--- config.mk ---
export PLATFORM = sky130hd
export DESIGN_NAME = sd_host_descriptor_dma
export DESIGN_NICKNAME = d
export VERILOG_FILES = /design/src/rtl/sd_host_descriptor_dma.v /design/src/rtl/dma_mem_port.v
export VERILOG_INCLUDE_DIRS = /design/src /design/src/rtl
export SDC_FILE = /design/constraint.sdc
export NUM_CORES = 1
export LEC_CHECK = 0
export ABC_AREA = 1
export BUFFER_PORTS_ARGS = -buffer_cell sky130_fd_sc_hd__buf_4
export CAP_MARGIN = 20
export CORE_MARGIN = 2
export CORE_UTILIZATION = 28
export CTS_CLUSTER_SIZE = 10
export DETAILED_ROUTE_END_ITERATION = 16
export GPL_TIMING_DRIVEN = 0
export PLACE_DENSITY = 0.51
export SKIP_CTS_REPAIR_TIMING = 1
export SYNTH_ARGS = -nofsm -noshare
export SYNTH_HDL_FRONTEND = slang
export SYNTH_HIERARCHICAL = 1
export SYNTH_SLANG_ARGS = --single-unit
--- constraint.sdc ---
create_clock -name CLK_IN -period 4.65 [get_ports CLK_IN]
set_input_delay 0.465 -clock CLK_IN [delete_from_list [all_inputs] [get_ports CLK_IN]]
set_output_delay 0.465 -clock CLK_IN [all_outputs]
set_load 0.03 [all_outputs]
--- src/rtl/sd_dma_defs.vh ---
// constants of the descriptor dma engine: offsets, fields, reset values
//
// Summary of operation
// - own bit 31 marks an engine descriptor; engine clears it after the data move
// - card fault summary bit 30 is the OR of seven card error conditions
// - ring wrap flag sends the next fetch back to the list base pointer
// - linked flag uses word three as next address; buffer two size stays zero
// - first buffer with zero size: the next descriptor starts the data
// - final buffer descriptor leaves zero bytes remaining; software sizes buffers so
// - suppress flag blocks the transmit or receive done status for that buffer
// - word two is the full 32-bit buffer address
// - linked next address keeps its two low bits zero for non-final descriptors
// - a descriptor is four words; the engine fetches and uses all four
// - a descriptor not owned suspends the engine and flags descriptor unavailable
// - any write to poll demand restarts a suspended engine with a new fetch
// - no data moves before command done arrives without card errors
// - data moves only on a fifo request, in bursts; the last burst stops early when the buffer is done
// - write-to-card reads memory into fifo; read-from-card writes fifo to memory
// - without the final flag the engine fetches the next descriptor and continues
// - transmit done sets its enabled status bit and writes back word zero
// - receive done sets its enabled status bit and writes back word zero
// - status clears on write of one; summaries follow members; irq follows summaries
`ifndef SD_DMA_DEFS_VH
`define SD_DMA_DEFS_VH

// register byte offsets
`define OFS_BUS_MODE 12'h080
`define OFS_POLL 12'h084
`define OFS_LIST_BASE 12'h088
`define OFS_EVT_STATUS 12'h08C
`define OFS_EVT_ENABLE 12'h090
`define OFS_CUR_DESC 12'h094
`define OFS_CUR_BUF 12'h098

// bus mode fields
`define BM_ENABLE_BIT 1
`define BM_BURST_LSB 8
`define BM_BURST_MSB 10
`define BM_RESET 32'h0000_0000

// status and enable bit positions
`define ST_TX_DONE 0
`define ST_RX_DONE 1
`define ST_DESC_UNAVAIL 4
`define ST_CARD_FAULT 5
`define ST_NORMAL_SUM 8
`define ST_ABNORMAL_SUM 9
`define ST_WRITABLE 32'h0000_0033
`define EN_RESET 32'h0000_0000

// descriptor word zero fields and word one size msb
`define D0_OWN 31
`define D0_FAULT 30
`define D0_WRAP 5
`define D0_LINKED 4
`define D0_FIRST 3
`define D0_FINAL 2
`define D0_SUPPRESS 1
`define D1_SIZE_MSB 12

// descriptor geometry
`define DESC_STRIDE 32'h0000_0010
`define WORD_STEP 32'h0000_0004
`define SIZE_STEP 13'h0004

`endif

--- src/rtl/sd_host_descriptor_dma.v ---
// descriptor-driven dma engine with ahb-lite register slave and memory master
`timescale 1ns/1ps
`default_nettype none
`include "sd_dma_defs.vh"
module sd_host_descriptor_dma (
	input wire CLK_IN,
	input wire RST_N_IN,
	// register slave
	input wire HSEL_IN,
	input wire [11:0] HADDR_IN,
	input wire [1:0] HTRANS_IN,
	input wire HWRITE_IN,
	input wire [2:0] HSIZE_IN,
	input wire [31:0] HWDATA_IN,
	input wire HREADY_IN,
	output wire HREADYOUT_OUT,
	output wire HRESP_OUT,
	output reg [31:0] HRDATA_OUT,
	// memory master
	output wire [31:0] M_HADDR_OUT,
	output wire [1:0] M_HTRANS_OUT,
	output wire M_HWRITE_OUT,
	output wire [2:0] M_HSIZE_OUT,
	output wire [2:0] M_HBURST_OUT,
	output wire [31:0] M_HWDATA_OUT,
	input wire [31:0] M_HRDATA_IN,
	input wire M_HREADY_IN,
	// bus interface unit
	input wire TO_CARD_IN,
	input wire COMMAND_DONE_FLAG_IN,
	input wire [6:0] CARD_ERRORS_IN,
	input wire FIFO_TRANSFER_REQUEST_IN,
	output reg FIFO_PUSH_OUT,
	output reg [31:0] FIFO_WDATA_OUT,
	output wire FIFO_POP_OUT,
	input wire [31:0] FIFO_RDATA_IN,
	output wire INTR_OUT
);
	localparam S_IDLE = 4'd0;
	localparam S_FETCH = 4'd1;
	localparam S_CHECK = 4'd2;
	localparam S_SUSP = 4'd3;
	localparam S_WAITCMD = 4'd4;
	localparam S_WAITREQ = 4'd5;
	localparam S_MOVE = 4'd6;
	localparam S_WRBACK = 4'd7;
	localparam S_NEXT = 4'd8;

	function [31:0] word_addr;
		input [31:0] base;
		input [1:0] idx;
		begin
			word_addr = base + {28'h000_0000, idx, 2'b00};
		end
	endfunction

	// ************************************************************
	// register slave
	// ************************************************************
	reg wr_q;
	reg [11:0] addr_q;
	reg [31:0] bus_mode_config_q;
	reg [31:0] list_base_pointer_q;
	reg [31:0] dma_event_enable_q;
	reg [31:0] status_q;
	reg [31:0] status_d;
	reg base_written_q;
	reg [31:0] rd_d;
	wire addr_phase;
	wire wr_poll;
	wire wr_base;
	wire wr_status;
	wire normal_summary;
	wire abnormal_summary;
	wire [31:0] status_view;
	wire ev_tx;
	wire ev_rx;
	wire ev_du;
	wire ev_fault;

	assign addr_phase = HSEL_IN && HTRANS_IN[1] && HREADY_IN;
	assign HREADYOUT_OUT = 1'b1;
	assign HRESP_OUT = 1'b0;
	assign wr_poll = wr_q && (addr_q == `OFS_POLL);
	assign wr_base = wr_q && (addr_q == `OFS_LIST_BASE);
	assign wr_status = wr_q && (addr_q == `OFS_EVT_STATUS);

	// summaries are derived, so they drop as soon as enabled members clear
	assign normal_summary = (status_q[`ST_TX_DONE] && dma_event_enable_q[`ST_TX_DONE]) ||
		(status_q[`ST_RX_DONE] && dma_event_enable_q[`ST_RX_DONE]);
	assign abnormal_summary = (status_q[`ST_DESC_UNAVAIL] && dma_event_enable_q[`ST_DESC_UNAVAIL]) ||
		(status_q[`ST_CARD_FAULT] && dma_event_enable_q[`ST_CARD_FAULT]);
	assign INTR_OUT = (normal_summary && dma_event_enable_q[`ST_NORMAL_SUM]) ||
		(abnormal_summary && dma_event_enable_q[`ST_ABNORMAL_SUM]);
	assign status_view = {22'h00_0000, abnormal_summary, normal_summary, status_q[7:0]};

	reg [3:0] state_q;
	reg [31:0] desc_addr_q;
	reg [31:0] buf_ptr_q;

	always @*
	begin
		case (HADDR_IN)
		`OFS_BUS_MODE: rd_d = bus_mode_config_q;
		`OFS_LIST_BASE: rd_d = list_base_pointer_q;
		`OFS_EVT_STATUS: rd_d = status_view;
		`OFS_EVT_ENABLE: rd_d = dma_event_enable_q;
		`OFS_CUR_DESC: rd_d = desc_addr_q;
		`OFS_CUR_BUF: rd_d = buf_ptr_q;
		default: rd_d = 32'h0000_0000;
		endcase
	end

	always @*
	begin
		status_d = status_q;
		// write one clears; an event in the same cycle still sets
		if (wr_status)
		begin
			status_d = status_d & ~(HWDATA_IN & `ST_WRITABLE);
		end
		if (ev_tx)
		begin
			status_d[`ST_TX_DONE] = 1'b1;
		end
		if (ev_rx)
		begin
			status_d[`ST_RX_DONE] = 1'b1;
		end
		if (ev_du)
		begin
			status_d[`ST_DESC_UNAVAIL] = 1'b1;
		end
		if (ev_fault)
		begin
			status_d[`ST_CARD_FAULT] = 1'b1;
		end
	end

	always @(posedge CLK_IN)
	begin
		if (!RST_N_IN)
		begin
			wr_q <= 1'b0;
			addr_q <= 12'h000;
			HRDATA_OUT <= 32'h0000_0000;
			bus_mode_config_q <= `BM_RESET;
			list_base_pointer_q <= 32'h0000_0000;
			dma_event_enable_q <= `EN_RESET;
			status_q <= 32'h0000_0000;
		end
		else
		begin
			wr_q <= addr_phase && HWRITE_IN;
			addr_q <= HADDR_IN;
			if (addr_phase && !HWRITE_IN)
			begin
				HRDATA_OUT <= rd_d;
			end
			status_q <= status_d;
			if (wr_q && addr_q == `OFS_BUS_MODE)
			begin
				bus_mode_config_q <= HWDATA_IN;
			end
			if (wr_base)
			begin
				list_base_pointer_q <= {HWDATA_IN[31:2], 2'b00};
			end
			if (wr_q && addr_q == `OFS_EVT_ENABLE)
			begin
				dma_event_enable_q <= HWDATA_IN & 32'h0000_0333;
			end
		end
	end

	// ************************************************************
	// descriptor engine
	// ************************************************************
	reg [1:0] idx_q;
	reg [31:0] d0_q;
	reg [31:0] d1_q;
	reg [31:0] d3_q;
	reg [12:0] remain_q;
	reg [3:0] burst_q;
	reg issued_q;
	reg cmd_ok_q;
	reg fault_q;
	reg req_d;
	reg write_d;
	reg [31:0] addr_d;
	reg [31:0] wdata_d;
	wire mem_done;
	wire [31:0] mem_rdata;
	wire enable;
	wire [3:0] burst_len;
	wire card_fault_summary;
	wire linked_next_flag;
	wire ring_wrap_flag;
	wire final_buffer_flag;
	wire completion_irq_suppress;

	assign enable = bus_mode_config_q[`BM_ENABLE_BIT];
	assign burst_len = {1'b0, bus_mode_config_q[`BM_BURST_MSB:`BM_BURST_LSB]} + 4'h1;
	assign card_fault_summary = |CARD_ERRORS_IN;
	assign linked_next_flag = d0_q[`D0_LINKED];
	assign ring_wrap_flag = d0_q[`D0_WRAP];
	assign final_buffer_flag = d0_q[`D0_FINAL];
	assign completion_irq_suppress = d0_q[`D0_SUPPRESS];

	assign ev_du = (state_q == S_CHECK) && !d0_q[`D0_OWN];
	assign ev_fault = (state_q == S_WAITCMD) && COMMAND_DONE_FLAG_IN && card_fault_summary;
	assign ev_tx = (state_q == S_WRBACK) && mem_done && TO_CARD_IN &&
		!completion_irq_suppress && remain_q == 13'h0000;
	assign ev_rx = (state_q == S_WRBACK) && mem_done && !TO_CARD_IN &&
		!completion_irq_suppress && remain_q == 13'h0000;

	// fifo is show-ahead: the word on FIFO_RDATA_IN is taken with the pop
	assign FIFO_POP_OUT = (state_q == S_MOVE) && !TO_CARD_IN && !issued_q;

	always @*
	begin
		req_d = 1'b0;
		write_d = 1'b0;
		addr_d = 32'h0000_0000;
		wdata_d = 32'h0000_0000;
		case (state_q)
		S_FETCH:
		begin
			req_d = !issued_q;
			addr_d = word_addr(desc_addr_q, idx_q);
		end
		S_MOVE:
		begin
			req_d = !issued_q;
			write_d = !TO_CARD_IN;
			addr_d = buf_ptr_q;
			wdata_d = FIFO_RDATA_IN;
		end
		S_WRBACK:
		begin
			req_d = !issued_q;
			write_d = 1'b1;
			addr_d = desc_addr_q;
			// hand the descriptor back with the fault summary recorded
			wdata_d = {1'b0, fault_q, d0_q[29:0]};
		end
		default:
		begin
			req_d = 1'b0;
		end
		endcase
	end

	always @(posedge CLK_IN)
	begin
		if (!RST_N_IN)
		begin
			state_q <= S_IDLE;
			desc_addr_q <= 32'h0000_0000;
			buf_ptr_q <= 32'h0000_0000;
			base_written_q <= 1'b0;
			idx_q <= 2'd0;
			d0_q <= 32'h0000_0000;
			d1_q <= 32'h0000_0000;
			d3_q <= 32'h0000_0000;
			remain_q <= 13'h0000;
			burst_q <= 4'h0;
			issued_q <= 1'b0;
			cmd_ok_q <= 1'b0;
			fault_q <= 1'b0;
			FIFO_PUSH_OUT <= 1'b0;
			FIFO_WDATA_OUT <= 32'h0000_0000;
		end
		else
		begin
			FIFO_PUSH_OUT <= 1'b0;
			if (req_d)
			begin
				issued_q <= 1'b1;
			end
			else if (mem_done)
			begin
				issued_q <= 1'b0;
			end
			if (wr_base && state_q == S_IDLE)
			begin
				base_written_q <= 1'b1;
				desc_addr_q <= {HWDATA_IN[31:2], 2'b00};
			end
			case (state_q)
			S_IDLE:
			begin
				// fetching starts once the base pointer is written and enabled
				if (base_written_q && enable)
				begin
					idx_q <= 2'd0;
					state_q <= S_FETCH;
				end
			end
			S_FETCH:
			begin
				if (mem_done)
				begin
					case (idx_q)
					2'd0: d0_q <= mem_rdata;
					2'd1: d1_q <= mem_rdata;
					2'd2: buf_ptr_q <= mem_rdata;
					default: d3_q <= mem_rdata;
					endcase
					idx_q <= idx_q + 2'd1;
					if (idx_q == 2'd3)
					begin
						state_q <= S_CHECK;
					end
				end
			end
			S_CHECK:
			begin
				remain_q <= d1_q[`D1_SIZE_MSB:0];
				fault_q <= 1'b0;
				if (!d0_q[`D0_OWN])
				begin
					state_q <= S_SUSP;
				end
				else if (d1_q[`D1_SIZE_MSB:0] == 13'h0000)
				begin
					// empty first buffer: data begins in the next descriptor
					state_q <= S_WRBACK;
				end
				else if (!cmd_ok_q)
				begin
					state_q <= S_WAITCMD;
				end
				else
				begin
					state_q <= S_WAITREQ;
				end
			end
			S_SUSP:
			begin
				if (wr_poll)
				begin
					idx_q <= 2'd0;
					state_q <= S_FETCH;
				end
			end
			S_WAITCMD:
			begin
				if (COMMAND_DONE_FLAG_IN)
				begin
					if (card_fault_summary)
					begin
						// a failed command returns the descriptor unused
						fault_q <= 1'b1;
						remain_q <= 13'h0000;
						state_q <= S_WRBACK;
					end
					else
					begin
						cmd_ok_q <= 1'b1;
						state_q <= S_WAITREQ;
					end
				end
			end
			S_WAITREQ:
			begin
				if (FIFO_TRANSFER_REQUEST_IN)
				begin
					burst_q <= burst_len;
					state_q <= S_MOVE;
				end
			end
			S_MOVE:
			begin
				if (mem_done)
				begin
					if (TO_CARD_IN)
					begin
						FIFO_PUSH_OUT <= 1'b1;
						FIFO_WDATA_OUT <= mem_rdata;
					end
					buf_ptr_q <= buf_ptr_q + `WORD_STEP;
					remain_q <= remain_q - `SIZE_STEP;
					burst_q <= burst_q - 4'h1;
					if (remain_q == `SIZE_STEP)
					begin
						state_q <= S_WRBACK;
					end
					else if (burst_q == 4'h1)
					begin
						// burst count used up: wait for the next fifo request before moving more words
						state_q <= S_WAITREQ;
					end
				end
			end
			S_WRBACK:
			begin
				if (mem_done)
				begin
					if (final_buffer_flag || fault_q)
					begin
						cmd_ok_q <= 1'b0;
					end
					state_q <= S_NEXT;
				end
			end
			S_NEXT:
			begin
				if (ring_wrap_flag)
				begin
					desc_addr_q <= list_base_pointer_q;
				end
				else if (linked_next_flag)
				begin
					desc_addr_q <= {d3_q[31:2], 2'b00};
				end
				else
				begin
					desc_addr_q <= desc_addr_q + `DESC_STRIDE;
				end
				idx_q <= 2'd0;
				// keep walking; an unowned descriptor parks the engine
				state_q <= enable ? S_FETCH : S_IDLE;
			end
			default:
			begin
				state_q <= S_IDLE;
			end
			endcase
		end
	end

	// ************************************************************
	// memory master
	// ************************************************************
	dma_mem_port u_mem_port (
		.clk_in(CLK_IN),
		.rst_n_in(RST_N_IN),
		.req_in(req_d),
		.write_in(write_d),
		.addr_in(addr_d),
		.wdata_in(wdata_d),
		.done_out(mem_done),
		.rdata_out(mem_rdata),
		.haddr_out(M_HADDR_OUT),
		.htrans_out(M_HTRANS_OUT),
		.hwrite_out(M_HWRITE_OUT),
		.hsize_out(M_HSIZE_OUT),
		.hburst_out(M_HBURST_OUT),
		.hwdata_out(M_HWDATA_OUT),
		.hrdata_in(M_HRDATA_IN),
		.hready_in(M_HREADY_IN)
	);
endmodule
`default_nettype wire

--- src/rtl/dma_mem_port.v ---
// single-word ahb-lite master port used for descriptor and buffer traffic
`timescale 1ns/1ps
`default_nettype none
module dma_mem_port (
	input wire clk_in,
	input wire rst_n_in,
	input wire req_in,
	input wire write_in,
	input wire [31:0] addr_in,
	input wire [31:0] wdata_in,
	output reg done_out,
	output reg [31:0] rdata_out,
	output reg [31:0] haddr_out,
	output reg [1:0] htrans_out,
	output reg hwrite_out,
	output wire [2:0] hsize_out,
	output wire [2:0] hburst_out,
	output reg [31:0] hwdata_out,
	input wire [31:0] hrdata_in,
	input wire hready_in
);
	localparam P_IDLE = 2'd0;
	localparam P_ADDR = 2'd1;
	localparam P_DATA = 2'd2;

	reg [1:0] state_q;
	reg [31:0] wdata_q;

	assign hsize_out = 3'h2;
	assign hburst_out = 3'h0;

	always @(posedge clk_in)
	begin
		if (!rst_n_in)
		begin
			state_q <= P_IDLE;
			done_out <= 1'b0;
			rdata_out <= 32'h0000_0000;
			haddr_out <= 32'h0000_0000;
			htrans_out <= 2'h0;
			hwrite_out <= 1'b0;
			hwdata_out <= 32'h0000_0000;
			wdata_q <= 32'h0000_0000;
		end
		else
		begin
			done_out <= 1'b0;
			case (state_q)
			P_IDLE:
			begin
				if (req_in)
				begin
					haddr_out <= addr_in;
					hwrite_out <= write_in;
					htrans_out <= 2'h2;
					wdata_q <= wdata_in;
					state_q <= P_ADDR;
				end
			end
			P_ADDR:
			begin
				// address phase stands until the slave samples it
				if (hready_in)
				begin
					htrans_out <= 2'h0;
					hwdata_out <= wdata_q;
					state_q <= P_DATA;
				end
			end
			P_DATA:
			begin
				if (hready_in)
				begin
					rdata_out <= hrdata_in;
					done_out <= 1'b1;
					state_q <= P_IDLE;
				end
			end
			default:
			begin
				state_q <= P_IDLE;
			end
			endcase
		end
	end
endmodule
`default_nettype wire

=== After elaboration in Yosys (flattened, before gate mapping) ===
Cells that the tools add are included.

* Word-level logic and storage cells: 226
* Register bits: 480
* Input port bits: 129

* Bitwise logic cells: 3
* Add/sub/neg operators: 7
* Mux-type cells: 63
* Reduce and logical (&&, ||, !) cells: 77
* Equal/unequal tests: 42

{| class="wikitable"
|+ Operator list
! operator !! count
|-
| 32-bit 2-to-1 mux || 7
|-
| 32-bit one-hot mux with 6 select lines || 1
|-
| 12-bit by 8-bit == test with 1-bit output (second input constant) || 11
|-
| 32-bit one-hot mux with 2 select lines || 2
|-
| 32-bit one-hot mux with 3 select lines || 1
|-
| 4-bit 2-to-1 mux || 12
|-
| 13-bit 2-to-1 mux || 3
|-
| 13-bit one-hot mux with 3 select lines || 1
|-
| 4-bit one-hot mux with 9 select lines || 1
|-
| 32-bit by 3-bit adder with 32-bit output (second input constant) || 1
|-
| 32-bit by 4-bit adder with 32-bit output || 1
|-
| 32-bit by 5-bit adder with 32-bit output (second input constant) || 1
|-
| 32-bit bitwise AND || 1
|-
| 6-bit NOT with 32-bit output || 1
|-
| 1-bit logical AND || 29
|-
| 3-bit AND reduction || 9
|-
| 13-bit logical NOT || 2
|-
| 2-bit nonzero test || 11
|-
| 2-bit 2-to-1 mux || 9
|-
| 2-bit inequality test (second input constant) || 9
|-
| 1-bit 2-to-1 mux || 17
|-
| 4-bit by 3-bit == test with 1-bit output (second input constant) || 4
|-
| 13-bit by 3-bit == test with 1-bit output (second input constant) || 1
|-
| 13-bit by 3-bit subtractor with 13-bit output (second input constant) || 1
|-
| 30 further kinds || 56
|}

=== Logic depth before layout (Yosys ltp) ===
* Depth in word-level cells: 6
* Depth in mapped cells: 15
* Depth with buffers taken out: 14

=== Modules after synthesis ===
The synthesis kept the hierarchy.

{| class="wikitable"
|+ By module, submodules not included
! module !! sequential area each (um2) !! cells an instance !! times used !! area each (um2)
|-
| sd_host_descriptor_dma || 6266.0 || 2672 || 1 || 17152.7
|-
| dma_mem_port || 2662.6 || 794 || 1 || 5616.6
|}

=== Worst setup path after synthesis ===
No wires, ideal clock.

* Path type: reg2out
* From: register state_q[2] (netlist name)
* To: output port FIFO_POP_OUT
* Data required time: 4.185 ns
* Arrival time: 1.829 ns
* Cell stages (with the launch flop): 7
* Path slack: 2.356 ns
* Cell sequence: dfxtp_1 -> inv_1 -> nor2_2 -> nand2_2 -> clkbuf_1 -> buf_1 -> nor3_1

{| class="wikitable"
|+ RTL lines
! element !! line !! RTL
|-
| end: declaration || sd_host_descriptor_dma.v:35 || <nowiki>output wire FIFO_POP_OUT,</nowiki>
|}

==> flow_summary_export.csv <==
group,metric,value,unit
finish,stdcell_count,4869,
die,io-pin-count,271,
critical_path,arrival,3.35,ns
placement,dp_cells,4789,
timing,clock_skew,0.0403,ns
timing,clock.fmax,262,MHz
grt,grt_pass1_wl,149,mm
finish,syn2layout_area_growth,21.4,%
grt,overflow,0,
timing,fin_hold_ws,0.0352,ns
run_status,outcome,"complete, no violations",
finish,layout_common_cells,"nand2_1 (760), dfxtp_1 (446), inv_1 (425), a21oi_1 (390), nor2_1 (379)",
yosys,synth_cells,3466,
die,die_w,289,µm
critical_path,path_buf_inv,3,
timing,hold_viol,0,
die,dieHeight,289,µm
timing,rsz0062_at_grt,"false",
finish,final_area,27600,µm²
finish,mostFrequentLayoutCell,"nand2_1",
timing,maxSlewHeadroom,23.1,%
critical_path,cpMaxStageDelayCell,"buf_1",
yosys,synth_area,22800,µm²
die,fp.coreArea,80500,µm²
timing,setup_tns,0,ns
yosys,synth-seq-area-share,39.2,%
timing,slew_violations,0,
worst_hold_path,holdCritPathClass,"primary input to register",
grt,grt_use_total,24.2,%
pwr,power_density,327,nW/µm²
die,row_count,104,
critical_path,cp-start-kind,"register",
route,drtAntennaViolNets,0,
route,via_per_inst,4.95,
placement,port_buffers,256,
placement,place_hpwl,81.9,mm
critical_path,cp-end-kind,"output pin",
yosys,postSynthAreaPerCell,6.57,µm²
die,die_area,83600,µm²
timing,setup_violations,0,
job,drv_cap,0,
yosys,synth_top_area_cell,"dfxtp_1",
clock_tree,clkLatencyLatePin,0.62,ns
timing,timing.final.crit_period,3.82,ns
timing,period_share,82.1,%
placement,post_dp_cell_area,26100,µm²
grt,first_global_vias,22700,
route,drc,0,
route,dr.first_iter.drc_count,2174,
clock_tree,cts_made_buffers,54,
yosys,synth_top_area_share,39.2,%
clock_tree,cts_num_sinks,446,
clock_tree,clockRootBuffer,"clkbuf_16",
critical_path,worst-endpoint-required,4.18,ns
critical_path,path_cells,"nor2_1 > nand2_2 > clkbuf_1 > buf_1 > nor3_1 > buf_4",
yosys,synthDistinctLibCells,47,
pwr,p_leak,11.5,nW
grt,antenna_found_initial,7,
clock_tree,ctsLongestPathBuffers,3,
critical_path,slowest_delay,0.78,ns
yosys,netlist_top_cells_area,"dfxtp_1 (39%), nand2_1 (13%), a21oi_1 (8.6%), o21ai_0 (7.7%), inv_1 (7.0%)",
yosys,synth_seq_cells,446,
route,drt_wl_total,104,mm
finish,nFillCells,8956,
timing,tightest_slew,1.15,ns
yosys,yosys_warnings,6,
finish,layout.nets,3930,
clock_tree,cts_tree,"built",
clock_tree,htreeDepth,2,
critical_path,crit_path_max_fanout,10,
route,first_pass_iters,6,
pwr,irDropWorstVdd,0.269,mV
finish,drive_gt1_share,11.7,%
die,start_util,28.3,%
clock_tree,path_clk_slew,0.06,ns
route,wl_per_cell,21.3,µm
route,via_count,24100,
critical_path,cp_top_family,"buffers and inverters",
critical_path,worstSetupPathType,"register to output pin",
placement,gp_congestion,1.01,
grt,grt_max_degree,15,
## cells in the mapped netlist (all sizes together)
master and n:
a211oi 4, a21oi 390, a221o 1, a22o 1, a22oi 1, a31oi 6, a32oi 1, buf 93
clkbuf 119, clkinv 2, conb 4, dfxtp 446, fa 1, ha 15, inv 432, nand2 763
nand3 213, nand3b 68, nand4 35, nor2 391, nor3 16, nor4 2, o2111ai 1, o211ai 20
o21a 2, o21ai 365, o21bai 8, o221ai 15, o22ai 17, o31ai 3, or2 6, xnor2 2
xor2 23
## flip-flops by register name, summed over array words and instances (netlist names), 2 cells and up
signal,cells
FIFO_WDATA_OUT,32
HRDATA_OUT,32
buf_ptr_q,32
bus_mode_config_q,32
u_mem_port/haddr_out,32
u_mem_port/hwdata_out,32
u_mem_port/rdata_out,32
u_mem_port/wdata_q,32
d0_q,31
d3_q,30
desc_addr_q,30
list_base_pointer_q,30
d1_q,13
remain_q,13
addr_q,12
dma_event_enable_q,6
burst_q,4
state_q,4
status_q,4
idx_q,2
u_mem_port/state_q,2
## power breakdown
group	internal [mW]	total, mW	switching (mW)
logic	0.385	1.08	0.696
clock network	2.23	3.92	1.69
registers	3.95	4.05	0.0974
total	6.57	9.05	2.48
## final timing paths
path | endpoint | slack, ns | depth (start not counted) | startpoint
setup / recovery | FIFO_POP_OUT | 0.83 | 6 | state_q[0]
setup reg to reg | u_mem_port/haddr_out[23] | 1.17 | 12 | idx_q[1]
hold / removal | addr_q[5] | 0.04 | 3 | HADDR_IN[5]
hold reg to reg | FIFO_WDATA_OUT[20] | 0.44 | 2 | FIFO_WDATA_OUT[20]
## through the flow
stage	util (%)	total power, mW	worst slack, ns
2_1_floorplan	-	4.75	2.36
3_3_place_gp	32.3	5.20	1.42
3_5_place_dp	32.4	5.21	1.43
4_1_cts	34.3	9.12	0.955
5_1_grt	34.3	9.40	0.858
6_report	34.3	9.05	0.833
## metal layers
layer / vias up / global-route usage [%] / part of all wire [%]
met5: - / 0 / 0.033
met4: 4 / 10.3 / 4.6
met3: 198 / 3.28 / 6.0
met2: 773 / 39.6 / 46
met1: 11300 / 31.8 / 43
li1: 11800 / - / -
## logic make-up after synthesis
kind of cell | share of synthesized area (%)
simple gates | 27.9
compound gates | 19.3
buf+inv | 11.7
flops | 39.2
xor+xnor | 0.962
fa+ha+maj | 0.912
other cells | 0.0659
## worst register-to-register path: stages (launching register included)
cell and delay (ns):
dfxtp_1 0.53, ha_1 0.31, a21oi_1 0.83, inv_1 0.47
nand2_1 0.38, inv_1 0.11, nand2_1 0.08, nand2_1 0.05
nand3_1 0.08, o221ai_1 0.14, nand3b_1 0.22, nand2_1 0.08
nor2_1 0.04
## final cells by class
| type | instances | area, µm² | share of cell area [%] |
|---|---|---|---|
| multi-input cells | 2379 | 11200 | 40.5 |
| clock buffers | 72 | 1510 | 5.46 |
| inverters | 434 | 1630 | 5.89 |
| flip-flops and latches | 446 | 8930 | 32.3 |
| plain buffers | 212 | 1030 | 3.73 |
| repair buffers | 258 | 1950 | 7.06 |
| diodes | 2 | 5.00 | 0.0181 |
| clock inverters | 6 | 61.3 | 0.222 |
| well taps | 1060 | 1330 | 4.80 |
Power figures use the tool's default switching activity.
